$ cat src/bmrf_pkg.sv
// constants and types shared by the banked register mode file
package bmrf_pkg;
    localparam int DATA_W = 32;              // internal data path width
    localparam int ADDR_W = 32;              // internal address width
    localparam int EXT_AW = 29;              // address bits reaching pins
    localparam int NARROW_AW = 26;           // narrow program/data space
    localparam int GPR_N = 31;               // physical general registers
    localparam int SPSR_N = 5;               // saved status registers
    localparam int PIDX_W = 5;               // physical index width
    // physical base of each banked group
    localparam logic [4:0] PB_FIQ = 5'h10;   // fiq r8..r14
    localparam logic [4:0] PB_SVC = 5'h17;   // svc r13..r14
    localparam logic [4:0] PB_ABT = 5'h19;   // abt r13..r14
    localparam logic [4:0] PB_IRQ = 5'h1B;   // irq r13..r14
    localparam logic [4:0] PB_UND = 5'h1D;   // und r13..r14
    // architectural register numbers
    localparam logic [3:0] IDX_SHARED = 4'h8; // first possibly banked
    localparam logic [3:0] IDX_SP = 4'hD;
    localparam logic [3:0] IDX_LR = 4'hE;
    localparam logic [3:0] IDX_PC = 4'hF;
    // wide mode codes
    localparam logic [4:0] MC_USR = 5'h10;
    localparam logic [4:0] MC_FIQ = 5'h11;
    localparam logic [4:0] MC_IRQ = 5'h12;
    localparam logic [4:0] MC_SVC = 5'h13;
    localparam logic [4:0] MC_ABT = 5'h17;
    localparam logic [4:0] MC_UND = 5'h1B;
    // narrow mode codes
    localparam logic [4:0] MC26_USR = 5'h00;
    localparam logic [4:0] MC26_FIQ = 5'h01;
    localparam logic [4:0] MC26_IRQ = 5'h02;
    localparam logic [4:0] MC26_SVC = 5'h03;
    // status word layout
    localparam int PSR_I = 7;                // interrupt disable
    localparam int PSR_F = 6;                // fast interrupt disable
    localparam logic [1:0] MASK_RST = 2'h3;  // both disabled at reset
    // saved status slot per privileged mode
    localparam logic [2:0] SL_FIQ = 3'h0;
    localparam logic [2:0] SL_SVC = 3'h1;
    localparam logic [2:0] SL_ABT = 3'h2;
    localparam logic [2:0] SL_IRQ = 3'h3;
    localparam logic [2:0] SL_UND = 3'h4;
    localparam logic [31:0] WORD_RST = 32'h0000_0000;
    // operating modes, one-hot
    typedef enum logic [5:0] {
        MD_USR = 6'h01,
        MD_FIQ = 6'h02,
        MD_IRQ = 6'h04,
        MD_SVC = 6'h08,
        MD_ABT = 6'h10,
        MD_UND = 6'h20
    } bmrf_mode_t;
endpackage

$ cat src/bmrf_core.sv
// banked register file with operating mode and access checks
`timescale 1ns/100ps
`default_nettype none
module bmrf_core
    import bmrf_pkg::*;
#(
    parameter int EXT_W = EXT_AW             // address bits driven out
)(
    input wire logic clk_i,
    input wire logic rstn_i,
    input wire logic ce_i,                   // freezes all state when low
    input wire logic wide_program_space_bit_i,
    input wire logic wide_data_space_bit_i,
    input wire logic [3:0] rd_a_idx_i,       // read port a register
    input wire logic [3:0] rd_b_idx_i,       // read port b register
    input wire logic wr_en_i,                // register write
    input wire logic [3:0] wr_idx_i,
    input wire logic wr_byte_i,              // byte load, zero extended
    input wire logic [DATA_W-1:0] wr_data_i,
    input wire logic mode_req_i,             // software mode change
    input wire logic [4:0] mode_val_i,       // requested mode code
    input wire logic irq_i,                  // interrupt request level
    input wire logic fiq_i,                  // fast interrupt level
    input wire logic dabort_i,               // data abort event
    input wire logic pabort_i,               // prefetch abort event
    input wire logic undef_i,                // unknown instruction event
    input wire logic [DATA_W-1:0] exc_link_i, // return address on entry
    input wire logic acc_valid_i,            // memory access request
    input wire logic acc_fetch_i,            // instruction fetch
    input wire logic acc_word_i,             // word (1) or byte (0)
    input wire logic [ADDR_W-1:0] acc_addr_i,
    output logic [DATA_W-1:0] rd_a_o,
    output logic [DATA_W-1:0] rd_b_o,
    output logic [DATA_W-1:0] cpsr_o,        // current status word
    output logic [DATA_W-1:0] spsr_o,        // saved status, 0 in user
    output logic priv_o,                     // privileged mode
    output logic [EXT_W-1:0] ext_addr_o,     // pin address
    output logic ext_req_o,                  // access goes out
    output logic ext_byte_o,                 // byte lane access
    output logic align_err_o,                // misaligned word
    output logic addr_exc_o                  // narrow space overflow
);
    // physical storage
    logic [DATA_W-1:0] regs_ff [GPR_N];
    logic [DATA_W-1:0] nxt_regs [GPR_N];
    logic [DATA_W-1:0] spsr_ff [SPSR_N];     // saved status words
    logic [DATA_W-1:0] nxt_spsr [SPSR_N];
    bmrf_mode_t mode_ff, nxt_mode;
    logic [1:0] mask_ff, nxt_mask;           // {i, f} disables
    // registered outputs
    logic [DATA_W-1:0] nxt_rd_a, nxt_rd_b, nxt_cpsr, nxt_spsr_o;
    logic [EXT_W-1:0] nxt_ext_addr;
    logic nxt_priv, nxt_req, nxt_byte, nxt_align, nxt_aexc;
    // combinational helpers
    logic narrow;                            // narrow program space
    logic take;                              // exception accepted
    bmrf_mode_t tgt;                         // exception target mode
    logic [4:0] rd_a_phys, rd_b_phys, wr_phys, lr_phys;
    logic [DATA_W-1:0] cur_psr;
    logic is_word, align_bad, aexc, hi_exc;

    assign narrow = !wide_program_space_bit_i;

    // visible register selection, one map per port
    bmrf_bank_map u_map_a (
        .mode_i(mode_ff),
        .idx_i(rd_a_idx_i),
        .phys_o(rd_a_phys)
    );
    bmrf_bank_map u_map_b (
        .mode_i(mode_ff),
        .idx_i(rd_b_idx_i),
        .phys_o(rd_b_phys)
    );
    bmrf_bank_map u_map_w (
        .mode_i(mode_ff),
        .idx_i(wr_idx_i),
        .phys_o(wr_phys)
    );
    bmrf_bank_map u_map_l (                  // link of target mode
        .mode_i(tgt),
        .idx_i(IDX_LR),
        .phys_o(lr_phys)
    );

    // encodes a mode for the status word
    function automatic logic [4:0] mcode(bmrf_mode_t m, logic nar);
        logic [4:0] c;
        case (m)
            MD_FIQ: c = nar ? MC26_FIQ : MC_FIQ;
            MD_IRQ: c = nar ? MC26_IRQ : MC_IRQ;
            MD_SVC: c = nar ? MC26_SVC : MC_SVC;
            MD_ABT: c = MC_ABT;
            MD_UND: c = MC_UND;
            default: c = nar ? MC26_USR : MC_USR;
        endcase
        return c;
    endfunction

    // saved status slot of a privileged mode
    function automatic logic [2:0] slot(bmrf_mode_t m);
        logic [2:0] s;
        case (m)
            MD_FIQ: s = SL_FIQ;
            MD_IRQ: s = SL_IRQ;
            MD_ABT: s = SL_ABT;
            MD_UND: s = SL_UND;
            default: s = SL_SVC;
        endcase
        return s;
    endfunction

    // access checks on the memory request
    always_comb begin
        is_word = acc_word_i | acc_fetch_i;
        align_bad = acc_valid_i && is_word
            && (acc_addr_i[1:0] != 2'h0);
        // wide program with narrow data is not supported and acts
        // as narrow data here
        aexc = acc_valid_i && (|acc_addr_i[ADDR_W-1:NARROW_AW])
            && (acc_fetch_i ? narrow
                : !wide_data_space_bit_i);
        cur_psr = WORD_RST;
        cur_psr[PSR_I] = mask_ff[1];
        cur_psr[PSR_F] = mask_ff[0];
        cur_psr[4:0] = mcode(mode_ff, narrow);
    end

    // exception arbitration, highest priority first
    always_comb begin
        take = 1'b1;
        tgt = MD_SVC;
        hi_exc = dabort_i || aexc || (fiq_i && !mask_ff[0])
            || (irq_i && !mask_ff[1]) || pabort_i;
        if (aexc) begin
            tgt = MD_SVC;
        end else if (dabort_i) begin
            tgt = narrow ? MD_SVC : MD_ABT;
        end else if (fiq_i && !mask_ff[0]) begin
            tgt = MD_FIQ;
        end else if (irq_i && !mask_ff[1]) begin
            tgt = MD_IRQ;
        end else if (pabort_i) begin
            tgt = narrow ? MD_SVC : MD_ABT;
        end else if (undef_i) begin
            tgt = narrow ? MD_SVC : MD_UND;
        end else begin
            take = 1'b0;
        end
    end

    // mode and status next state
    always_comb begin
        nxt_mode = mode_ff;
        nxt_mask = mask_ff;
        nxt_spsr = spsr_ff;
        if (take) begin
            nxt_spsr[slot(tgt)] = cur_psr;
            nxt_mode = tgt;
            nxt_mask[1] = 1'b1;
            nxt_mask[0] = mask_ff[0] | (tgt == MD_FIQ);
        end else if (mode_req_i && mode_ff != MD_USR) begin
            // illegal codes for the configuration are ignored
            case (mode_val_i)
                MC26_USR: if (narrow) nxt_mode = MD_USR;
                MC26_FIQ: if (narrow) nxt_mode = MD_FIQ;
                MC26_IRQ: if (narrow) nxt_mode = MD_IRQ;
                MC26_SVC: if (narrow) nxt_mode = MD_SVC;
                MC_USR: if (!narrow) nxt_mode = MD_USR;
                MC_FIQ: if (!narrow) nxt_mode = MD_FIQ;
                MC_IRQ: if (!narrow) nxt_mode = MD_IRQ;
                MC_SVC: if (!narrow) nxt_mode = MD_SVC;
                MC_ABT: if (!narrow) nxt_mode = MD_ABT;
                MC_UND: if (!narrow) nxt_mode = MD_UND;
                default: nxt_mode = mode_ff;
            endcase
        end else if (narrow && (mode_ff == MD_ABT
            || mode_ff == MD_UND)) begin
            nxt_mode = MD_SVC;
        end
    end

    always_ff @(posedge clk_i) begin
        if (!rstn_i) begin
            mode_ff <= MD_SVC;
            mask_ff <= MASK_RST;
            for (int i = 0; i < SPSR_N; i++) begin
                spsr_ff[i] <= WORD_RST;
            end
        end else if (ce_i) begin
            mode_ff <= nxt_mode;
            mask_ff <= nxt_mask;
            spsr_ff <= nxt_spsr;
        end
    end

    // register writes; exception link write wins
    always_comb begin
        nxt_regs = regs_ff;
        if (wr_en_i) begin
            nxt_regs[wr_phys] = wr_byte_i
                ? {24'h00_0000, wr_data_i[7:0]}
                : wr_data_i;
        end
        if (take) begin
            nxt_regs[lr_phys] = exc_link_i;
        end
    end

    always_ff @(posedge clk_i) begin
        if (!rstn_i) begin
            for (int i = 0; i < GPR_N; i++) begin
                regs_ff[i] <= WORD_RST;
            end
        end else if (ce_i) begin
            regs_ff <= nxt_regs;
        end
    end

    // output values
    always_comb begin
        nxt_rd_a = regs_ff[rd_a_phys];
        nxt_rd_b = regs_ff[rd_b_phys];
        nxt_cpsr = cur_psr;
        nxt_spsr_o = (mode_ff == MD_USR) ? WORD_RST
            : spsr_ff[slot(mode_ff)];
        nxt_priv = (mode_ff != MD_USR);
        nxt_ext_addr = acc_addr_i[EXT_W-1:0];
        nxt_req = acc_valid_i && !align_bad && !aexc;
        nxt_byte = acc_valid_i && !is_word;
        nxt_align = align_bad;
        nxt_aexc = aexc;
    end

    always_ff @(posedge clk_i) begin
        if (!rstn_i) begin
            rd_a_o <= WORD_RST;
            rd_b_o <= WORD_RST;
            cpsr_o <= WORD_RST;
            spsr_o <= WORD_RST;
            priv_o <= 1'b0;
            ext_addr_o <= '0;
            ext_req_o <= 1'b0;
            ext_byte_o <= 1'b0;
            align_err_o <= 1'b0;
            addr_exc_o <= 1'b0;
        end else if (ce_i) begin
            rd_a_o <= nxt_rd_a;
            rd_b_o <= nxt_rd_b;
            cpsr_o <= nxt_cpsr;
            spsr_o <= nxt_spsr_o;
            priv_o <= nxt_priv;
            ext_addr_o <= nxt_ext_addr;
            ext_req_o <= nxt_req;
            ext_byte_o <= nxt_byte;
            align_err_o <= nxt_align;
            addr_exc_o <= nxt_aexc;
        end
    end
endmodule
`default_nettype wire

$ cat src/bmrf_bank_map.sv
// maps an architectural register number to its physical slot
`timescale 1ns/100ps
`default_nettype none
module bmrf_bank_map
    import bmrf_pkg::*;
(
    input wire bmrf_mode_t mode_i,           // current or target mode
    input wire logic [3:0] idx_i,            // register number 0..15
    output logic [PIDX_W-1:0] phys_o         // physical slot 0..30
);
    // user copy unless the mode owns a banked copy
    always_comb begin
        phys_o = {1'b0, idx_i};
        if (idx_i >= IDX_SHARED && idx_i < IDX_PC) begin
            if (mode_i == MD_FIQ) begin
                phys_o = PB_FIQ + 5'(idx_i - IDX_SHARED);
            end else if (idx_i >= IDX_SP) begin
                case (mode_i)
                    MD_SVC: phys_o = PB_SVC + 5'(idx_i - IDX_SP);
                    MD_ABT: phys_o = PB_ABT + 5'(idx_i - IDX_SP);
                    MD_IRQ: phys_o = PB_IRQ + 5'(idx_i - IDX_SP);
                    MD_UND: phys_o = PB_UND + 5'(idx_i - IDX_SP);
                    default: phys_o = {1'b0, idx_i};
                endcase
            end
        end
    end
endmodule
`default_nettype wire

$ cat config.mk
export PLATFORM = sky130hd
export DESIGN_NAME = bmrf_core
export DESIGN_NICKNAME = d
export VERILOG_FILES = /design/src/bmrf_pkg.sv /design/src/bmrf_core.sv /design/src/bmrf_bank_map.sv
export SDC_FILE = /design/constraint.sdc
export NUM_CORES = 2
export LEC_CHECK = 0
export BUFFER_PORTS_ARGS = -buffer_cell sky130_fd_sc_hd__buf_2
export CAP_MARGIN = 20
export CELL_PAD_IN_SITES_DETAIL_PLACEMENT = 1
export CELL_PAD_IN_SITES_GLOBAL_PLACEMENT = 1
export CORE_MARGIN = 8
export CORE_UTILIZATION = 30
export CTS_CLUSTER_SIZE = 30
export DETAILED_ROUTE_END_ITERATION = 8
export PLACE_DENSITY = 0.59
export SETUP_SLACK_MARGIN = 0.1
export SYNTH_ARGS = -nofsm -noshare
export SYNTH_HDL_FRONTEND = slang
export SYNTH_SLANG_ARGS = --single-unit
$ cat constraint.sdc
create_clock -name clk_i -period 4.65 [get_ports clk_i]
set_clock_uncertainty 0.1 [all_clocks]
set_input_delay 1.1625 -clock clk_i [delete_from_list [all_inputs] [get_ports clk_i]]
set_output_delay 1.1625 -clock clk_i [all_outputs]
set_load 0.02 [all_outputs]
# Word level (Yosys, flattened, before mapping)
# Cells that the tools add are included.
dict set report totals {
  register_bits 1296
  input_bits 129
  output_inout_bits 162
  elab_cells 227
}
dict set report op_classes {
  add_sub_neg 21
  n_lt_le_gt_ge 18
  eq_ne 32
  mux 71
  bitwise_logic 8
  n_reduce_logical 29
}
# operator n
set ops {}
lappend ops {{bitwise mux 992 bit} 2}
lappend ops {{2-to-1 mux 992 bit} 2}
lappend ops {{2-to-1 mux 32 bit} 11}
lappend ops {{binary-select mux 32 bit (select 5 bit)} 2}
lappend ops {{demux 32 bit (select 5 bit)} 2}
lappend ops {{bitwise mux 160 bit} 1}
lappend ops {{2-to-1 mux 6 bit} 19}
lappend ops {{binary-select mux 32 bit (select 3 bit)} 1}
lappend ops {{demux 32 bit (select 3 bit)} 1}
lappend ops {{one-hot mux 5 bit (4 select lines)} 4}
lappend ops {{adder 5 bit, first input constant} 15}
lappend ops {{2-to-1 mux 5 bit} 15}
lappend ops {{one-hot mux 6 bit (10 select lines)} 1}
lappend ops {{!= test 4 bit, second input constant} 10}
lappend ops {{>= comparator 4 bit, second input constant} 8}
lappend ops {{equality test 5 bit, second input constant} 6}
lappend ops {{subtractor 4 x 4 -> 5 bit, second input constant} 6}
lappend ops {{one-hot mux 5 bit (5 select lines)} 1}
lappend ops {{>= comparator 6 bit, second input constant} 4}
lappend ops {{NOT 5 -> 6 bit} 4}
lappend ops {{one-hot mux 3 bit (4 select lines)} 2}
lappend ops {{logical AND 1 bit} 16}
lappend ops {{AND reduction 13 bit} 1}
lappend ops {{equality test 6 x 2 -> 1 bit, second input constant} 2}
lappend ops {{23 further kinds} 43}

# Longest topological paths before layout
dict set report depth {
  depth_word 16
  ltp_mapped 19
  mapped_depth_nobuf 14
}

# By module
# From an unflattened synthesis, not the netlist that was laid out.
dict set report hier_totals {
  hier_cells 8463
  hier_area_um2 77463.0
}
# mod instances cells_each area_per_inst_um2 seq_area_each_um2
set modules_own_cells {}
lappend modules_own_cells {bmrf_core 1 8207 75611.3 22942.0}
lappend modules_own_cells {bmrf_bank_map 4 64 462.9 0.0}

# Worst setup path before layout
# Ideal clock, no wire load.
dict set report synth_timing {
  path_type {input port to flip-flop}
  from {input rd_a_idx_i[0]}
  to {register rd_a_o[29]}
  arrival_time_ns 4.691
  path_slack_ns -0.215
  path_stages 18
  path_buffers 6
  path_cell_list {clkbuf_1 clkinv_1 clkbuf_1 clkbuf_1 ha_1 inv_1 ha_1 or4b_1 nand2b_1 nand2b_1 buf_2 buf_2 clkbuf_1 nand2_1 a31oi_1 a211oi_1 a311o_1 a31oi_1}
}
dict set report synth_between {
  elab_chain_len 10
}
# item line
set synth_rtl {}
lappend synth_rtl {{from (decl)} bmrf_core.sv:14} ;# input wire logic [3:0] rd_a_idx_i,
lappend synth_rtl {{subtractor 4 x 4 -> 5 bit} n/a}
lappend synth_rtl {{adder 5 bit (on tied branches)} n/a}
lappend synth_rtl {{one-hot mux 5 bit (4 select lines)} bmrf_bank_map.sv:18} ;# case (mode_i)
lappend synth_rtl {{2-to-1 mux 5 bit} bmrf_bank_map.sv:17} ;# end else if (idx_i >= IDX_SP) begin
lappend synth_rtl {{2-to-1 mux 5 bit} bmrf_bank_map.sv:15} ;# if (mode_i == MD_FIQ) begin
lappend synth_rtl {{2-to-1 mux 5 bit (*)} bmrf_bank_map.sv:14} ;# if (idx_i >= IDX_SHARED && idx_i < IDX_PC) begin
lappend synth_rtl {{NOT 5 -> 6 bit (implied by the code) (*)} bmrf_core.sv:222} ;# nxt_rd_a = regs_ff[rd_a_phys];
lappend synth_rtl {{binary-select mux 32 bit (select 5 bit) (*)} bmrf_core.sv:222}
lappend synth_rtl {{2-to-1 mux 32 bit (implied by the code) (*) (2 in a row)} bmrf_core.sv:222}
lappend synth_rtl {{to (signal assigned)} bmrf_core.sv:248} ;# rd_a_o <= nxt_rd_a;
lappend synth_rtl {{to (decl)} bmrf_core.sv:32} ;# output logic [DATA_W-1:0] rd_a_o,
# Mark *: on every way between the ends. The rest lies on a longest branch, timed or not. The select of a mux whose other input is x is not followed.
# A chain may end at the register's enable or synchronous reset.

# Worst setup path after layout
dict set report layout_timing {
  from {register mode_ff[3]}
  to {register rd_b_o[25]}
}
dict set report layout_between {
  elab_chain_len 9
}
# item line
set layout_rtl {}
lappend layout_rtl {{from (decl)} bmrf_core.sv:48} ;# bmrf_mode_t mode_ff, nxt_mode;
lappend layout_rtl {{from (signal assigned)} bmrf_core.sv:191} ;# mode_ff <= nxt_mode;
lappend layout_rtl {{equality test 6 bit, or another cell as far along} bmrf_bank_map.sv:18}
lappend layout_rtl {{one-hot mux 5 bit (4 select lines)} bmrf_bank_map.sv:18}
lappend layout_rtl {{2-to-1 mux 5 bit} bmrf_bank_map.sv:17}
lappend layout_rtl {{2-to-1 mux 5 bit (*)} bmrf_bank_map.sv:15}
lappend layout_rtl {{2-to-1 mux 5 bit (*)} bmrf_bank_map.sv:14}
lappend layout_rtl {{NOT 5 -> 6 bit (implied by the code) (*)} bmrf_core.sv:223} ;# nxt_rd_b = regs_ff[rd_b_phys];
lappend layout_rtl {{binary-select mux 32 bit (select 5 bit) (*)} bmrf_core.sv:223}
lappend layout_rtl {{2-to-1 mux 32 bit (implied by the code) (*) (2 in a row)} bmrf_core.sv:223}
lappend layout_rtl {{to (signal assigned)} bmrf_core.sv:249} ;# rd_b_o <= nxt_rd_b;
lappend layout_rtl {{to (decl)} bmrf_core.sv:33} ;# output logic [DATA_W-1:0] rd_b_o,
# Marks and branches as above.

==> results.sh <==
export IMPL_status="finished clean"
export IMPL_cp_end_kind="flop"
export IMPL_yosysTopAreaCell="dfxtp_1"
export IMPL_synth_seq_cells=1146
export IMPL_fin_crit_ps=4420
export IMPL_worstSetupStartpointType="flop"
export IMPL_seq_power_share_pct=39.7
export IMPL_vias=64700
export IMPL_cts_tree="done"
export IMPL_gp_congestion=0.900
export IMPL_die_h_um=459
export IMPL_ys_warn_count=0
export IMPL_drt_first_pass_iters=6
export IMPL_slowest_delay_ps=590
export IMPL_yosysSeqAreaShare_pct=39.0
export IMPL_ios=291
export IMPL_holdPathEnd="spsr_ff[33]"
export IMPL_post_place_ws_ps=-475
export IMPL_routed_via_density=6.06
export IMPL_cts_buffers=142
export IMPL_synthFlopType="dfxtp_1"
export IMPL_worstMarginPinSlew_ps=1150
export IMPL_drive_gt1_share_pct=14.0
export IMPL_regToRegSetupSlack_ps=230
export IMPL_path_common_cell="buf_4"
export IMPL_slowest_stage="or4_1"
export IMPL_fillCellCount=23300
export IMPL_drt_initial_drc_count=6497
export IMPL_synth_cells=7812
export IMPL_clock_latency_ps=790
export IMPL_fmax_mhz=226
export IMPL_critPathTopFamily="simple AND/OR/NAND/NOR gates"
export IMPL_synthArstFlopShare_pct=0
export IMPL_htree_levels=4
export IMPL_avgSynthCellArea_um2=7.54
export IMPL_cts_setup_buffers=0
export IMPL_root_buffer="clkbuf_16"
export IMPL_rsz0062_at_grt="no"
export IMPL_drc_errors=0
export IMPL_yosysTopAreaCellShare_pct=39.0
export IMPL_peakVddDrop_mv=0.386
export IMPL_dpl_cell_area_um2=66900
export IMPL_rows=162
export IMPL_setup_viol=0
export IMPL_max_slew_margin_rel_pct=22.8
export IMPL_dp_hpwl_um=214000
export IMPL_dieArea_um2=211000
export IMPL_synthToLayoutAreaGrowth_pct=21.5
export IMPL_timing_rr_start="mode_ff[3]"
export IMPL_antenna_found_initial=14
export IMPL_gr_total_overflow=0
export IMPL_cp_max_fo=17
export IMPL_slew_viol_final=0
export IMPL_synth_enable_flop_cells=0
export IMPL_min_path_cells=1
export IMPL_wl_per_cell_um=29.7
export IMPL_grt_pass1_vias=63600
export IMPL_internal_power_mw=17.8
export IMPL_portBuffers=239
export IMPL_ys_top_cells_by_count="nand2_1, dfxtp_1, o21ai_0"
export IMPL_fin_nets=8081
export IMPL_clockBufferDepth=3
export IMPL_final_area_um2=71500
export IMPL_cp_arrival_ps=5000
export IMPL_cts_sinks=1146
export IMPL_cp_num_buf_inv=7
export IMPL_p_leak_nw=25.1
export IMPL_worstReg2RegEnd="rd_b_o[25]"
export IMPL_start_util_pct=30.2
export IMPL_comb_power_share_pct=16.7
export IMPL_power_density_nw_per_um2=358
export IMPL_yosysMostFrequentCell="nand2_1"
export IMPL_rr_worst_depth=16
export IMPL_switching_share_pct=30.5
export IMPL_die_w_um=459
export IMPL_ant_nets=0
export IMPL_hold_viol_final=0
export IMPL_period_share_pct=95.0
export IMPL_synth_area_top_cells="dfxtp_1, nand2_1, o21ai_0, nand3_1, o221ai_1"
export IMPL_layout_setup_ws_ps=231
export IMPL_max_cap_violations=0
export IMPL_synth_cell_types=79
export IMPL_routed_wirelength_um=317000
export IMPL_path_class="flop to flop"
export IMPL_setup_tns_ps=0
export IMPL_p_sw_mw=7.82
export IMPL_clk_pin_slew_ps=60
export IMPL_hold_path_class="flop to flop"
export IMPL_grt_pass1_wl_um=454000
export IMPL_syn_area_um2=58900
export IMPL_grt_usage_pct=28.5
export IMPL_clockPowerShare_pct=43.6
export IMPL_startpoint="mode_ff[3]"
export IMPL_placeableCoreArea_um2=195000
export IMPL_grt_max_degree=165
export IMPL_crit_chain="buf_4, nor4_2, and2_0, inv_1, buf_4, ha_1, buf_4, or4_1, a21o_4, buf_12, buf_12, o221ai_1, o21ai_0, nor4_1, buf_4, nor3_1"
export IMPL_cp_required_ps=5230
export IMPL_hold_start="spsr_ff[33]"
power by group through the flow:
stage	clock network (mW)	logic (mW)	registers, mW
after floorplan	0	1.98	10.4
after global placement	0	4.14	10.4
after detailed placement	0	4.17	10.4
after CTS	11.4	4.19	10.2
after global routing	11.7	4.42	10.2
final	11.2	4.28	10.2
cell type report:
| cell class | instances | area (um^2) | share of cell area, % |
|---|---|---|---|
| clock inverters | 39 | 423 | 0.591 |
| inverters | 19 | 73.8 | 0.103 |
| repair buffers | 823 | 7850 | 11.0 |
| multi-input cells | 5805 | 32800 | 45.8 |
| diodes | 8 | 20.0 | 0.0280 |
| well taps | 2624 | 3280 | 4.59 |
| clock buffers | 210 | 4130 | 5.78 |
| flip-flops and latches | 1146 | 22900 | 32.1 |
sequential cells by signal (all words and copies together) (netlist names), 6 cells and up:
register and flops:
regs_ff 992, spsr_ff 35, rd_a_o 32, rd_b_o 32, ext_addr_o 29, cpsr_o 7, spsr_o 7, mode_ff 6
how the worst max path moves through the flow:
stage	slack, ps	to	cells after the start
6_report	230	rd_b_o[25]	16
2_1_floorplan	100	rd_a_o[20]	18
3_5_place_dp	-480	rd_a_o[1]	15
3_3_place_gp	-430	rd_a_o[1]	15
4_1_cts	100	rd_b_o[22]	18
5_1_grt	100	regs_ff[54]	14
worst reg2reg max path: cells and delay by family, from the launching register on:
family	cells	cell delay (ps)
AOI/OAI and AO/OA	3	690
buffers and inverters	7	1290
and+or+nand+nor	5	1540
DFF	1	370
adders and majority gates	1	310
cell usage in the layout, fill, tap and decap left out, types with 35 or more instances in the layout:
cell type	netlist	routed
nand2_1	1483	1477
dfxtp_1	1146	1146
o21ai_0	908	906
nand3_1	583	578
buf_4	51	405
o22ai_1	343	343
nor2_1	336	326
o221ai_1	294	293
mux2i_1	237	237
buf_2	105	236
a21oi_1	235	233
nor3_1	182	182
buf_12	0	179
clkbuf_16	0	146
nor2b_1	114	113
a21boi_0	108	108
a211oi_1	101	101
and3_1	75	74
nand2b_1	74	71
a31oi_1	68	67
nor4_1	62	58
a311oi_1	57	56
and2_1	51	50
conb_1	1	50
a221oi_1	46	46
or3_1	52	44
clkbuf_1	652	40
o211ai_1	35	35
per-layer routing:
metal  GRT usage [%]  routed length (um)  up-vias
li1                -                   -    28500
met1            36.7              132000    32500
met2            45.4              143000     2932
met3            4.16               21700      755
met4            16.6               20400        0
met5               0                   0        -
per-stage QoR:
step / util (%) / hold WS [ps] / power [mW] / cells
2_1_floorplan: - / 321 / 12.3 / 7861
3_3_place_gp: 34.3 / 329 / 14.5 / 10400
3_5_place_dp: 34.3 / 341 / 14.6 / 10400
4_1_cts: 36.6 / 359 / 25.7 / 10700
5_1_grt: 36.7 / 374 / 26.3 / 10700
6_report: 36.7 / 351 / 25.6 / 10700
cell families after synthesis:
group | Yosys count | share of synthesized area [%]
simple gates | 3081 | 23.6
compound gates | 2403 | 26.3
flops | 1146 | 39.0
buf+inv | 910 | 6.47
mux | 238 | 4.05
xor+xnor | 17 | 0.276
fa+ha+maj | 16 | 0.336
other cells | 1 | 0.00637
timing repair:
action / in CTS / in global routing
hold buffers: 0 / 0
resized for setup: 1 / 6
setup endpoints to repair: 1 / 20
Power figures use the tool's default switching activity.
